--- src/optical_port_defines.svh ---
// timing and field constants for the optical port pin conditioner
`ifndef OPTICAL_PORT_DEFINES_SVH
`define OPTICAL_PORT_DEFINES_SVH

// register offsets (word index)
`define OPT_REG_CTRL 8'h00
`define OPT_REG_STATUS 8'h01

// control field positions
`define OPT_CTRL_TXSEL_LSB 0
`define OPT_CTRL_TXSEL_MSB 1
`define OPT_CTRL_TXINV_BIT 2
`define OPT_CTRL_RXINV_BIT 3
`define OPT_CTRL_MOD_BIT 4
`define OPT_CTRL_DUTY_LSB 5
`define OPT_CTRL_DUTY_MSB 6

// control reset value: pin selected, no inversion, no carrier
`define OPT_CTRL_RESET 8'h00

// pin select code that makes the transmit pin a serial output
`define OPT_TXSEL_SERIAL 2'h0

// carrier timing
`define OPT_CLK_HZ 125000000
`define OPT_CARRIER_HZ 38000
// one carrier period in cycles, rounded down
`define OPT_CARRIER_CYC (`OPT_CLK_HZ / `OPT_CARRIER_HZ)

`endif

--- src/optical_port_pkg.sv ---
// types for the optical port pin conditioner
package optical_port_pkg;

	// carrier duty select codes
	typedef enum logic [1:0] {
		duty_50_type_v = 2'h0,
		duty_25_type_v = 2'h1,
		duty_12_type_v = 2'h2,
		duty_6_type_v = 2'h3
	} duty_sel_type;

endpackage : optical_port_pkg

--- src/carrier_gen.sv ---
// carrier generator: period counter and low-phase comparator
`timescale 1ns/1ps
`include "optical_port_defines.svh"

module carrier_gen #(
	parameter int unsigned PERIOD_CYC = `OPT_CARRIER_CYC
) (
	// clock and reset
	input wire logic i_core_clk,
	input wire logic i_rst_b,
	// control
	input wire logic i_run,
	input wire logic [1:0] i_duty,
	// carrier level, low during the duty fraction
	output logic o_carrier
);

	localparam int unsigned CW = $clog2(PERIOD_CYC);

	// period counter
	logic [CW-1:0] cnt_ff;
	logic [CW-1:0] nxt_cnt;
	logic carrier_ff;
	logic [CW-1:0] low_len;
	logic wrap;

	// low length = period >> (duty+1): 50, 25, 12.5, 6.25 percent
	// the shift amount is widened to three bits so code 11 does not wrap
	// code order mapping
	assign low_len = CW'(PERIOD_CYC >> ({1'b0, i_duty} + 3'h1));
	assign wrap = (cnt_ff == CW'(PERIOD_CYC - 1));
	assign nxt_cnt = (!i_run || wrap) ? '0 : cnt_ff + CW'(1);

	// counter and carrier register; idle keeps carrier high
	always_ff @(posedge i_core_clk or negedge i_rst_b) begin
		if (!i_rst_b) begin
			cnt_ff <= '0;
			carrier_ff <= 1'b1;
		end else begin
			cnt_ff <= nxt_cnt;
			carrier_ff <= !(i_run && (nxt_cnt < low_len));
		end
	end

	assign o_carrier = carrier_ff;

	chk_carrier_low_len: assert property (@(posedge i_core_clk)
		disable iff (!i_rst_b)
		(i_run && cnt_ff == '0 && $past(i_run)) |-> !carrier_ff)
		else $error("carrier not low at period start");

endmodule : carrier_gen

--- src/optical_port_pin_conditioner.sv ---
// optical port pin conditioner: polarity, pin select, carrier modulation
`timescale 1ns/1ps
`include "optical_port_defines.svh"

// Functional notes
// - transmit pin drives only when select 00
// - independent tx and rx polarity inversion
// - carrier modulates tx when enabled, powered
// - no carrier in battery backup state
// - duty field picks four duty cycles
// - duty is low fraction of period
module optical_port_pin_conditioner #(
	parameter int unsigned PERIOD_CYC = `OPT_CARRIER_CYC
) (
	// clock and reset
	input wire logic i_core_clk,
	input wire logic i_rst_b,
	// register port
	input wire logic [7:0] i_addr,
	input wire logic [7:0] i_wdata,
	input wire logic i_wr,
	input wire logic i_rd,
	output logic [7:0] o_rdata,
	// power state: high while on battery backup
	input wire logic i_batt_backup,
	// serial core side
	input wire logic i_serial_txd,
	output logic o_serial_rxd,
	// pins
	output logic o_optical_tx_pin,
	output logic o_optical_tx_pin_oe,
	input wire logic i_optical_rx_pin
);

	////////////////////////////////////////////////////////////////
	// registers
	logic [7:0] ctrl_ff; // control register
	logic [7:0] rdata_ff; // read data, valid one cycle after strobe
	logic [7:0] nxt_rdata;
	logic rx_meta_ff; // first synchroniser stage
	logic rx_sync_ff; // second synchroniser stage
	logic batt_meta_ff;
	logic batt_sync_ff;
	logic rxd_ff;
	logic tx_ff;
	logic tx_oe_ff;

	// control fields
	logic [1:0] tx_pin_select;
	logic tx_polarity_invert;
	logic rx_polarity_invert;
	logic tx_carrier_enable;
	logic [1:0] carrier_duty_select;
	logic mod_run;
	logic carrier;
	logic tx_level;
	logic nxt_tx;
	logic sel_ctrl;
	logic sel_status;

	assign tx_pin_select =
		ctrl_ff[`OPT_CTRL_TXSEL_MSB:`OPT_CTRL_TXSEL_LSB];
	assign tx_polarity_invert = ctrl_ff[`OPT_CTRL_TXINV_BIT];
	assign rx_polarity_invert = ctrl_ff[`OPT_CTRL_RXINV_BIT];
	assign tx_carrier_enable = ctrl_ff[`OPT_CTRL_MOD_BIT];
	assign carrier_duty_select =
		ctrl_ff[`OPT_CTRL_DUTY_MSB:`OPT_CTRL_DUTY_LSB];

	////////////////////////////////////////////////////////////////
	// register decode
	assign sel_ctrl = (i_addr == `OPT_REG_CTRL);
	assign sel_status = (i_addr == `OPT_REG_STATUS);
	// status: power state and synchronised raw rx pin; bits 7:2 unused
	assign nxt_rdata = !i_rd ? 8'h00 :
		sel_ctrl ? {1'b0, ctrl_ff[6:0]} :
		sel_status ? {6'h00, rx_sync_ff, batt_sync_ff} : 8'h00;

	// control write and read data register
	always_ff @(posedge i_core_clk or negedge i_rst_b) begin
		if (!i_rst_b) begin
			ctrl_ff <= `OPT_CTRL_RESET;
			rdata_ff <= 8'h00;
		end else begin
			if (i_wr && sel_ctrl) begin
				ctrl_ff <= {1'b0, i_wdata[6:0]};
			end
			rdata_ff <= nxt_rdata;
		end
	end

	////////////////////////////////////////////////////////////////
	// synchronisers for asynchronous pin and power level
	always_ff @(posedge i_core_clk or negedge i_rst_b) begin
		if (!i_rst_b) begin
			rx_meta_ff <= 1'b1;
			rx_sync_ff <= 1'b1;
			batt_meta_ff <= 1'b0;
			batt_sync_ff <= 1'b0;
		end else begin
			rx_meta_ff <= i_optical_rx_pin;
			rx_sync_ff <= rx_meta_ff;
			batt_meta_ff <= i_batt_backup;
			batt_sync_ff <= batt_meta_ff;
		end
	end

	////////////////////////////////////////////////////////////////
	// carrier: stops while on battery, so the emitter draws no pulses
	// modulation when enabled
	assign mod_run = tx_carrier_enable && !batt_sync_ff;

	carrier_gen #(
		.PERIOD_CYC(PERIOD_CYC)
	) u_carrier (
		.i_core_clk(i_core_clk),
		.i_rst_b(i_rst_b),
		.i_run(mod_run),
		.i_duty(carrier_duty_select),
		.o_carrier(carrier)
	);

	// carrier is gated by a high (idle) tx line; a space sends bursts
	// tx polarity
	assign tx_level = i_serial_txd ^ tx_polarity_invert;
	assign nxt_tx = mod_run ? (tx_level | carrier) : tx_level;

	// pin output registers
	always_ff @(posedge i_core_clk or negedge i_rst_b) begin
		if (!i_rst_b) begin
			tx_ff <= 1'b1;
			tx_oe_ff <= 1'b0;
			rxd_ff <= 1'b1;
		end else begin
			tx_ff <= nxt_tx;
			tx_oe_ff <= (tx_pin_select == `OPT_TXSEL_SERIAL);
			rxd_ff <= rx_sync_ff ^ rx_polarity_invert;
		end
	end

	assign o_optical_tx_pin = tx_ff;
	assign o_optical_tx_pin_oe = tx_oe_ff;
	assign o_serial_rxd = rxd_ff;
	assign o_rdata = rdata_ff;

	////////////////////////////////////////////////////////////////
	// checks
	// the enable register still shows its reset value one edge after release
	chk_tx_pin_enable: assert property (@(posedge i_core_clk)
		disable iff (!i_rst_b)
		$past(i_rst_b) |->
		o_optical_tx_pin_oe == ($past(tx_pin_select) == 2'h0))
		else $error("tx enable does not follow select");

	chk_rx_invert: assert property (@(posedge i_core_clk)
		disable iff (!i_rst_b)
		o_serial_rxd == ($past(rx_sync_ff) ^ $past(rx_polarity_invert)))
		else $error("rx polarity wrong");

	chk_tx_plain: assert property (@(posedge i_core_clk)
		disable iff (!i_rst_b)
		!$past(mod_run) |->
		o_optical_tx_pin == ($past(i_serial_txd) ^ $past(tx_polarity_invert)))
		else $error("tx polarity wrong");

	chk_batt_no_mod: assert property (@(posedge i_core_clk)
		disable iff (!i_rst_b)
		($past(batt_sync_ff) && $past(batt_sync_ff, 2)) |-> carrier)
		else $error("carrier active on battery");

	chk_mod_pulses: assert property (@(posedge i_core_clk)
		disable iff (!i_rst_b)
		(mod_run && tx_level) [*3] |=> o_optical_tx_pin)
		else $error("idle tx line modulated");

	chk_duty_low: assert property (@(posedge i_core_clk)
		disable iff (!i_rst_b)
		($rose(mod_run) && !tx_level) ##1 (mod_run && !tx_level) [*2]
		|-> !o_optical_tx_pin)
		else $error("carrier start not low");

	chk_rdata_zero: assert property (@(posedge i_core_clk)
		disable iff (!i_rst_b)
		!$past(i_rd) |-> o_rdata == 8'h00)
		else $error("read data without strobe");

	chk_ctrl_write: assert property (@(posedge i_core_clk)
		disable iff (!i_rst_b)
		(i_wr && sel_ctrl) |=> carrier_duty_select == $past(i_wdata[6:5]))
		else $error("duty field not written");

	cov_mod_run: cover property (@(posedge i_core_clk) $rose(mod_run));
	cov_batt_block: cover property (@(posedge i_core_clk)
		tx_carrier_enable && batt_sync_ff);
	cov_duty_min: cover property (@(posedge i_core_clk)
		mod_run && carrier_duty_select == optical_port_pkg::duty_6_type_v);
	cov_rx_inv: cover property (@(posedge i_core_clk) rx_polarity_invert);

endmodule : optical_port_pin_conditioner

--- config.mk ---
export PLATFORM = sky130hd
export DESIGN_NAME = optical_port_pin_conditioner
export DESIGN_NICKNAME = d
export VERILOG_FILES = /design/src/optical_port_pkg.sv /design/src/carrier_gen.sv /design/src/optical_port_pin_conditioner.sv
export VERILOG_INCLUDE_DIRS = /design/src /design/src/src
export SDC_FILE = /design/constraint.sdc
export NUM_CORES = 1
export LEC_CHECK = 0
export ABC_AREA = 1
export BUFFER_PORTS_ARGS = -buffer_cell sky130_fd_sc_hd__buf_4
export CORE_ASPECT_RATIO = 0.6
export CORE_MARGIN = 2
export CORE_UTILIZATION = 43
export DETAILED_ROUTE_END_ITERATION = 10
export PLACE_DENSITY = 0.73
export SLEW_MARGIN = 0
export SYNTH_ARGS = -nofsm -noshare
export SYNTH_HDL_FRONTEND = slang
export SYNTH_SLANG_ARGS = --single-unit
--- constraint.sdc ---
create_clock -name i_core_clk -period 2.4 [get_ports i_core_clk]
set_input_delay 0.24 -clock i_core_clk [delete_from_list [all_inputs] [get_ports i_core_clk]]
set_output_delay 0.24 -clock i_core_clk [all_outputs]
set_load 0.05 [all_outputs]
* Word level (Yosys, flattened, before mapping)
Cells that the tools add are included.
Word-level totals: register bits 34, input port bits 23, output and inout port bits 11, logic and storage cells 34
Cells by class: $add $sub $neg 2, order comparisons 1, equal/unequal tests 2, shift operators 1, multiplexer cells 5, bitwise logic cells 3, reduce and logical (&&, ||, !) cells 9
Operator list (count):
- $mux W7 | 2
- $add A12 B1 Y12 const B | 1
- $eq A12 B12 Y1 const B | 1
- $lt A12 B12 Y1 | 1
- $mux W12 | 1
- $shr A12 B3 Y12 const A | 1
- $eq A8 B1 Y1 const B | 1
- $logic_not A8 Y1 | 1
- $add A2 B1 Y3 const B | 1
- $logic_and A1 B1 Y1 | 3
- $logic_not A1 Y1 | 3
- $logic_not A2 Y1 | 1
- $mux W2 | 1
- $xor A1 B1 Y1 | 2
- $logic_or A1 B1 Y1 | 1
- $mux W1 | 1
- $or A1 B1 Y1 | 1

* Logic depth before layout (Yosys ltp)
Gate-level depths: netlist (run 1).
word-level depth 8, gate-level depth with buffers 16, gate-level depth less buffers 16

* By module
A second synthesis (run 1) with hierarchy kept.
Second synthesis, totals: cell total of the unflattened synthesis 214, area, all modules 1816.7 um^2
Modules (own cells, without submodules):
- carrier_gen | times used 1, cells each 126, area an instance 980.9 um^2, sequential area each 326.6 um^2
- optical_port_pin_conditioner | times used 1, cells each 88, area an instance 835.8 um^2, sequential area each 530.5 um^2

* Worst setup path after synthesis (run 1)
No wires, ideal clock.
path kind reg2reg, start reg u_carrier.cnt_ff[0], end reg u_carrier.carrier_ff, in the netlist u_carrier.o_carrier, library setup time 76 ps, arrival time 1838 ps, required time 2324 ps, slack 486 ps, cell stages (with the launch flop) 15, path buffers 0, cell sequence dfrtp_1 > inv_1 > ha_1 > nand2_1 > nor2_2 > nand3_2 > nand2_4 > nor2_1 > ha_1 > a21oi_1 > nor2_1 > a211oi_1 > nor2_1 > nor2_1 > nand2_1
On the way: word-level cells in the longest chain between the ends 6, elaborated cells on any way between the ends 7
Ends and longest elaborated chain:
- start: declaration | RTL line carrier_gen.sv:21 | logic [CW-1:0] cnt_ff;
- start signal: assignment | RTL line carrier_gen.sv:40 | cnt_ff <= nxt_cnt;
- parallel branches: the longest is 2 deep, another holds $add A12 B1 Y12
- $mux W12 * | RTL line carrier_gen.sv:32 | assign nxt_cnt = (!i_run || wrap) ? '0 : cnt_ff + CW'(1);
- named net u_carrier.nxt_cnt[5] | RTL line carrier_gen.sv:22 | logic [CW-1:0] nxt_cnt;
- $lt A12 B12 Y1 * | RTL line carrier_gen.sv:41 | carrier_ff <= !(i_run && (nxt_cnt < low_len));
- $logic_and A1 B1 Y1 * | RTL line carrier_gen.sv:41
- $logic_not A1 Y1 * | RTL line carrier_gen.sv:41
- end signal: assignment | RTL line carrier_gen.sv:41
- end: declaration | RTL line carrier_gen.sv:23 | logic carrier_ff;
Mark *: on every way through the listed nets, which the timed path passes. A chain may end at the register's enable or synchronous reset.

* Worst setup path after layout (run 1)
Ends and elaborated chain as after synthesis.

==> results.ini, run 1 <==
[global_routing]
grt_pass1_vias = 1231
grt_pass1_wl_um = 5920
track_usage = 0.178
use_met1 = 0.278
grt_overflow = 0
use_met2 = 0.236
grt-busiest-layer = met1
use_met3 = 0.0468
antenna_found_initial = 0
grt_max_degree = 35

[routing]
wirelength_um = 3590
drtIter0Drc = 64
vias = 1307
post_drt_wl_per_cell_um = 12.9
viasPerCell = 4.70
antenna_left = 0
drc = 0
drtPass1Iterations = 4

[logic_synthesis]
syn_area_um2 = 1720
synth_area_per_cell_um2 = 8.97
synth_seq_cells = 34
ys_types = 28
synth_seq_area_share = 0.497
postSynth.asyncResetShare = 1.00
synth_edf_count = 0
syn_inst = 192
synth_nets = 230
yosys_warnings = 0
synth_ff_type = dfrtp_1

[clock_tree]
numCtsBuffers = 5
cts_tree = built
ctsRootBufferMaster = clkbuf_8
cts_sinks = 34
clk_pin_slew_worst_paths_ns = 0.07
cts_buffer_depth = 2
insertion_delay_ns = 0.28
cts.htree.levels = 2

[timing]
fin_skew_ns = 0.00778
drv_slew = 0
setup_slack_ns = 0.225
max_freq_mhz = 460
whs_ns = 0.0567
fin_crit_sh = 0.906
finalHoldViolations = 0
rsz0062_at_grt = false
finalSetupViolations = 0
timing.setup.tns_ns = 0
fin_crit_ns = 2.18

[placed_design]
dp_slack_ns = 0.189
post-dp-hpwl_um = 2800
portBuffers = 31
numPlacedInstances = 269
place_congestion = 0.848
dpl_cell_area_um2 = 2010

[worst_setup_path]
path_max_fanout = 9
crit_type = reg2reg
critPathRequiredTime_ns = 2.62
r2r-start = u_carrier.cnt_ff[0]
slowest_delay_ns = 0.35
worst_path_max_delay_cell = dfrtp_1
crit_path_start_kind = register
crit_path_cell_trace = inv_1 -> ha_1 -> nand2_1 -> nor2_2 -> nand3_2 -> nand2_4 -> inv_4 -> o21ai_0 -> a21oi_1 -> ha_1 -> a21oi_1 -> o211ai_1 -> nor2_1 -> nand2_1
cp-end-kind = register
worst_ep_arrival_time_ns = 2.39
rrSetupSlack_ns = 0.22
critPathLaunch = u_carrier.cnt_ff[0]

[status]
status = completed

[cells_and_area]
n_fill_cell = 344
antennaDiodeCount = 0
finalNetCount = 268
drive_above_1_share = 0.251
stdcell_count = 278
stdcell_area_um2 = 2120
seq_area_um2 = 857
multi_input_area_um2 = 758
final_util = 0.562
syn2layout_area_growth_pct = 22.8

[floorplan]
start_util = 0.458
io-pin-count = 34
die_y_um = 53.0
die_w_um = 85.7
dieArea_um2 = 4550
design.core.area_um2 = 3760
core.rowCount = 17

[power]
power.density_nw_per_um2 = 556
finalPower_mw = 1.18
vdd.ir_drop.worst_uv = 273
p_leak_nw = 1.11

[flow_run]
max-cap-violations = 0

[hold_path]
hp-start = i_optical_rx_pin
hold_class = in2reg

-- per-layer routing --
layer / part of all wire / up-vias
met5: 0 / -
met4: 0.010 / 0
met3: 0.029 / 4
met2: 0.40 / 22
met1: 0.56 / 594
li1: - / 687
-- path summary, 6_finish.rpt --
kind                                        to  cells past startpoint
max reg2reg                u_carrier.o_carrier                     14
max                        u_carrier.o_carrier                     14
min in group asynchronous           o_rdata[1]                      2
min                                 rx_meta_ff                      1
max in group asynchronous           rx_meta_ff                      2
min reg2reg                       batt_sync_ff                      0
-- Yosys cell counts, drive strengths merged (2+ instances only) --
master | count | area share
inv | 26 | 0.058
mux2 | 2 | 0.013
dfrtp | 29 | 0.42
a21oi | 11 | 0.032
ha | 15 | 0.11
nor3 | 5 | 0.015
dfstp | 5 | 0.076
xor2 | 2 | 0.010
nand2 | 35 | 0.082
nand3 | 11 | 0.044
nor2 | 37 | 0.085
buf | 2 | 0.0073
xnor2 | 2 | 0.010
nand4 | 2 | 0.0073
-- kinds of logic after synthesis --
family                     share of synthesized area
other                                        0.00218
adders and majority gates                      0.109
muxes                                         0.0131
buffers and inverters                         0.0654
AOI/OAI and AO/OA                             0.0566
DFF                                            0.497
xor gates and xnor gates                      0.0203
and+or+nand+nor                                0.236
-- critical path: cells and delay by family, from the launching register on --
family,cells,cell delay (ns)
flops,1,0.35
simple gates,6,0.50
buf+inv,2,0.18
compound gates,4,0.58
fa+ha+maj,2,0.51
-- cell type report --
class | count | area share
Tap cell | 47 | 0.0278
Clock inverter | 1 | 0.00237
Timing Repair Buffer | 33 | 0.118
Multi-Input combinational cell | 130 | 0.358
Inverter | 26 | 0.0473
Sequential cell | 34 | 0.405
Clock buffer | 7 | 0.0408
-- timing repair --
action / 4_1_cts / 5_1_grt
buffers inserted: 0 / 0
endpoints found under the hold margin: 29 / 0
gates resized for setup: 0 / 1
setup endpoints to repair: 0 / 1
hold buffers: 1 / 0
-- power breakdown --
part           switching, mW  internal [mW]  leakage (nW)  total (mW)
Sequential            0.0114          0.595         0.421       0.607
Clock                  0.205          0.231        0.0482       0.436
Combinational         0.0786         0.0545         0.643       0.133
Total                  0.295          0.881          1.11        1.18
-- sequential cells by signal, summed over array words and instances (netlist names) --
name	flops
o_rdata	7
ctrl_ff	7
u_carrier.cnt_ff	12
batt_meta_ff	1
rx_sync_ff	1
batt_sync_ff	1
o_optical_tx_pin	1
o_optical_tx_pin_oe	1
u_carrier.o_carrier	1
o_serial_rxd	1
rx_meta_ff	1
-- placed cells by master (no fill, tap or decap), types with 3 or more instances in the layout --
| master | Yosys | routed |
|---|---|---|
| a21oi_1 | 11 | 11 |
| buf_4 | 1 | 32 |
| clkbuf_8 | 0 | 6 |
| dfrtp_1 | 29 | 29 |
| dfstp_2 | 5 | 5 |
| ha_1 | 15 | 15 |
| inv_1 | 25 | 25 |
| nand2_1 | 33 | 33 |
| nand3_1 | 7 | 7 |
| nand3_2 | 4 | 4 |
| nor2_1 | 34 | 34 |
| nor2_2 | 3 | 3 |
| nor3_1 | 5 | 4 |
No activity file was read; power rests on OpenSTA's default activity.
==> inputs of run 2 (changes only) <==
--- a/config.mk
+++ b/config.mk
@@ -12,6 +12,7 @@
 export CORE_MARGIN = 2
 export CORE_UTILIZATION = 43
 export DETAILED_ROUTE_END_ITERATION = 10
+export HOLD_SLACK_MARGIN = 0.15
 export PLACE_DENSITY = 0.73
 export SLEW_MARGIN = 0
 export SYNTH_ARGS = -nofsm -noshare
==> results.ini, run 2 (synthesis gave the netlist of run 1 again) <==
[routing]
vias = 1314
viasPerCell = 4.69
post_drt_wl_per_cell_um = 12.9
drtPass1Iterations = 4
wirelength_um = 3600
drtIter0Drc = 83
antenna_left = 0
drc = 0

[power]
switching_share = 0.249
power.density_nw_per_um2 = 551
finalPower_mw = 1.18
p_leak_nw = 1.12
combPwrFrac = 0.115
vdd.ir_drop.worst_uv = 269
power.internal_mw = 0.883
pwr-share-clk = 0.369
seqPwrFrac = 0.516
p_switching_mw = 0.293

[clock_tree]
clk_pin_slew_worst_paths_ns = 0.07
insertion_delay_ns = 0.28
numCtsBuffers = 5
cts_tree = built
cts.htree.levels = 2
postCtsSetupRepairBufs = 0
cts_buffer_depth = 2
cts_sinks = 34
ctsRootBufferMaster = clkbuf_8

[floorplan]
die_w_um = 85.7
die_y_um = 53.0
io-pin-count = 34
design.core.area_um2 = 3760
dieArea_um2 = 4550
start_util = 0.458
core.rowCount = 17

[global_routing]
antenna_found_initial = 0
grt_overflow = 0
grt_max_degree = 35
grt_pass1_vias = 1225
grt_pass1_wl_um = 5930
track_usage = 0.179

[timing]
finalHoldViolations = 0
finalSetupViolations = 0
fin_crit_ns = 2.18
timing.setup.tns_ns = 0
max_freq_mhz = 460
fin_crit_sh = 0.907
fin_skew_ns = 0.00690
setup_slack_ns = 0.224
rsz0062_at_grt = false
drv_slew = 0

[cells_and_area]
syn2layout_area_growth_pct = 24.0
layout_common_cells = nor2_1 (34), nand2_1 (33), buf_4 (32)
drive_above_1_share = 0.249
final_util = 0.567
regMostFlops = u_carrier.cnt_ff
finalNetCount = 270
final_common_cell = nor2_1
n_fill_cell = 340
largest_register_ffs = 12
antennaDiodeCount = 0

[worst_setup_path]
path_delay_family = compound AO/OA/AOI/OAI gates
crit_path_start_kind = register
crit_type = reg2reg
cp-end-kind = register
slowest_delay_ns = 0.35
worst_ep_arrival_time_ns = 2.39
critPathRequiredTime_ns = 2.62
path_buf_inv = 2
path_max_fanout = 9
worst_path_max_delay_cell = dfrtp_1
crit_path_cell_trace = inv_1 -> ha_1 -> nand2_1 -> nor2_2 -> nand3_2 -> nand2_4 -> inv_4 -> o21ai_0 -> a21oi_1 -> ha_1 -> a21oi_1 -> o211ai_1 -> nor2_1 -> nand2_1

[status]
status = completed

[placed_design]
portBuffers = 31
dp_slack_ns = 0.189
post-dp-hpwl_um = 2800
place_congestion = 0.848

[hold_path]
hold_class = in2reg

[flow_run]
max-cap-violations = 0

-- run 2: changes by cell type in the layout (fill, tap and decap cells not counted) --
cell / delta
dlygate4sd3_1: +2
-- run 2: power by group through the flow --
stage,clock (mW),combinational (mW),sequential (mW)
2_1_floorplan,0,0.0576,0.631
3_3_place_gp,0,0.130,0.616
3_5_place_dp,0,0.133,0.618
4_1_cts,0.446,0.137,0.607
5_1_grt,0.469,0.154,0.609
6_report,0.434,0.135,0.607
-- run 2: cell type report --
cell class,instances,area [um2],area share
sequential,34,857,0.401
multi-input combinational,130,758,0.355
clock inverter,1,5.00,0.00234
tap,47,58.8,0.0275
timing repair buffer,35,270,0.127
inverter,26,100,0.0469
clock buffer,7,86.3,0.0404
-- run 2: worst reg2reg max path, delay by kind of cell, from the launching register on --
kind	cells	cell delay (ns)
simple gates	6	0.50
buf+inv	2	0.17
flops	1	0.35
fa+ha+maj	2	0.51
compound gates	4	0.58
-- run 2: what timing repair did --
action | in CTS | in global routing
hold endpoints to repair | 31 | 0
hold buffers | 3 | 0
setup endpoints to repair | 0 | 1
gates resized for setup | 0 | 1
-- run 2: routing by layer --
metal / share of wire / global-route usage / vias up
met3: 0.046 / 0.0468 / 2
met1: 0.54 / 0.277 / 598
li1: - / - / 689
met5: 0 / 0 / -
met4: 0.0042 / 0.0476 / 0
met2: 0.41 / 0.240 / 25
-- run 2: path summary, 6_finish.rpt --
kind	slack, ns	end	from	cells after the start
min reg2reg	0.35	batt_sync_ff	batt_meta_ff	0
min in group asynchronous	0.42	o_rdata[1]	i_rst_b	2
max reg2reg	0.22	u_carrier.o_carrier	u_carrier.cnt_ff[0]	14
min	0.19	ctrl_ff[1]	i_wdata[1]	2
max in group asynchronous	1.64	rx_meta_ff	i_rst_b	2
max	0.22	u_carrier.o_carrier	u_carrier.cnt_ff[0]	14
-- run 2: stage by stage --
step,std cells,hold slack [ns],cell area [um2]
final,280,0.187,2140
after floorplan,192,-0.0556,1720
after global placement,269,0.205,2010
after CTS,280,0.179,2130
after detailed placement,269,0.212,2010
after global routing,280,0.175,2140
==> inputs of run 3 (changes only) <==
--- a/config.mk
+++ b/config.mk
@@ -11,6 +11,7 @@
 export CORE_ASPECT_RATIO = 0.6
 export CORE_MARGIN = 2
 export CORE_UTILIZATION = 43
+export CTS_BUF_LIST = sky130_fd_sc_hd__clkbuf_4
 export DETAILED_ROUTE_END_ITERATION = 10
 export HOLD_SLACK_MARGIN = 0.15
 export PLACE_DENSITY = 0.73
==> results.ini, run 3 (synthesis gave the netlist of run 1 again) <==
[floorplan]
start_util = 0.458
core.rowCount = 17
die_y_um = 53.0
die_w_um = 85.7
dieArea_um2 = 4550
io-pin-count = 34
design.core.area_um2 = 3760

[worst_setup_path]
r2r-start = u_carrier.cnt_ff[0]
path_buf_inv = 1
crit_type = reg2reg
slowest_delay_ns = 0.40
cp-end-kind = register
path_max_fanout = 9
critPathRequiredTime_ns = 2.67
worst_path_max_delay_cell = dfrtp_1
worst_ep_arrival_time_ns = 2.43
crit_path_start_kind = register
critPathLaunch = u_carrier.cnt_ff[0]
cpMostUsedCell = nor2_1
crit_path_cell_trace = inv_1 -> ha_1 -> nand2_1 -> nor2_2 -> nand3_2 -> nand2_4 -> nor2_1 -> ha_1 -> a21oi_1 -> nor2_1 -> a211oi_1 -> nor2_1 -> nor2_1 -> nand2_1
path_delay_family = simple AND/OR/NAND/NOR gates

[routing]
antenna_left = 0
viasPerCell = 4.70
wirelength_um = 3620
drc = 0
vias = 1335
drtIter0Drc = 61
post_drt_wl_per_cell_um = 12.8
drtPass1Iterations = 4

[timing]
timing.setup.tns_ns = 0
finalSetupViolations = 0
max_freq_mhz = 463
finalHoldViolations = 0
fin_crit_sh = 0.900
fin_skew_ns = 0.0110
setup_slack_ns = 0.241
rsz0062_at_grt = false
drv_slew = 0
fin_crit_ns = 2.16

[global_routing]
grt_pass1_vias = 1241
grt_max_degree = 35
track_usage = 0.181
antenna_found_initial = 0
grt_pass1_wl_um = 6010
grt_overflow = 0

[placed_design]
place_congestion = 0.848
portBuffers = 31
post-dp-hpwl_um = 2800
dp_slack_ns = 0.189

[cells_and_area]
final_common_cell = nor2_1
n_fill_cell = 344
seq_area_um2 = 857
syn2layout_area_growth_pct = 24.1
antennaDiodeCount = 0
regMostFlops = u_carrier.cnt_ff
finalNetCount = 274
largest_register_ffs = 12
multi_input_area_um2 = 758
drive_above_1_share = 0.245
layout_common_cells = nor2_1 (34), nand2_1 (33), buf_4 (32)

[clock_tree]
cts_buffer_depth = 2
numCtsBuffers = 5
insertion_delay_ns = 0.33
clk_pin_slew_worst_paths_ns = 0.11
cts.htree.levels = 2
postCtsSetupRepairBufs = 0
cts_tree = built
cts_sinks = 34
ctsRootBufferMaster = clkbuf_4

[hold_path]
hold_class = in2reg
hp-start = i_serial_txd

[power]
p_leak_nw = 1.12
vdd.ir_drop.worst_uv = 272
power.density_nw_per_um2 = 494
finalPower_mw = 1.06

[status]
status = completed

[flow_run]
max-cap-violations = 0

[run 3: changes by cell type in the layout (fill, tap and decap cells not counted), sizes merged]
cell         delta
clkbuf          -1
clkinv          +1
dlygate4sd3     +4
[run 3: what timing repair did]
item	4_1_cts	5_1_grt
hold buffers	7	0
setup endpoints to repair	0	1
resized for setup	0	1
hold endpoints to repair	35	0
[run 3: cell type report]
cell class | count | area share
Inverter | 26 | 0.0468
Multi-Input combinational cell | 130 | 0.355
Timing Repair Buffer | 39 | 0.145
Tap cell | 47 | 0.0275
Clock inverter | 2 | 0.00410
Clock buffer | 6 | 0.0211
Sequential cell | 34 | 0.401
[run 3: worst paths after layout]
kind                                             to  slack, ns  cells past startpoint
worst max-delay path            u_carrier.o_carrier       0.24                     14
worst min-delay path               o_optical_tx_pin       0.15                      3
worst max register to register  u_carrier.o_carrier       0.24                     14
worst min register to register         batt_sync_ff       0.36                      0
max in group asynchronous                rx_meta_ff       1.69                      2
min in group asynchronous                o_rdata[1]       0.37                      2
[run 3: per-layer routing]
metal,up-vias,wire length (um),GRT usage
li1,704,-,-
met5,-,0,0
met4,0,48,0.0635
met3,6,104,0.0374
met1,601,2000,0.278
met2,24,1470,0.246
[run 3: worst min-delay path, cell delays in order]
cell     delay, ns
buf_4         0.08
xnor2_1       0.06
nand2_1       0.07
[run 3: power breakdown]
part           switching, mW  internal (mW)  total, mW
registers             0.0114          0.595      0.606
clock network          0.187          0.121      0.309
logic                 0.0802         0.0608      0.141
total                  0.279          0.777       1.06
[run 3: metrics by stage]
step                hold slack [ns]   util  instances  area [um2]
floorplan                   -0.0556      -        192        1720
detailed placement            0.212  0.534        269        2010
finish                        0.148  0.568        284        2140
global placement              0.205  0.534        269        2010
global route                  0.154  0.568        284        2140
CTS                           0.151  0.567        284        2130
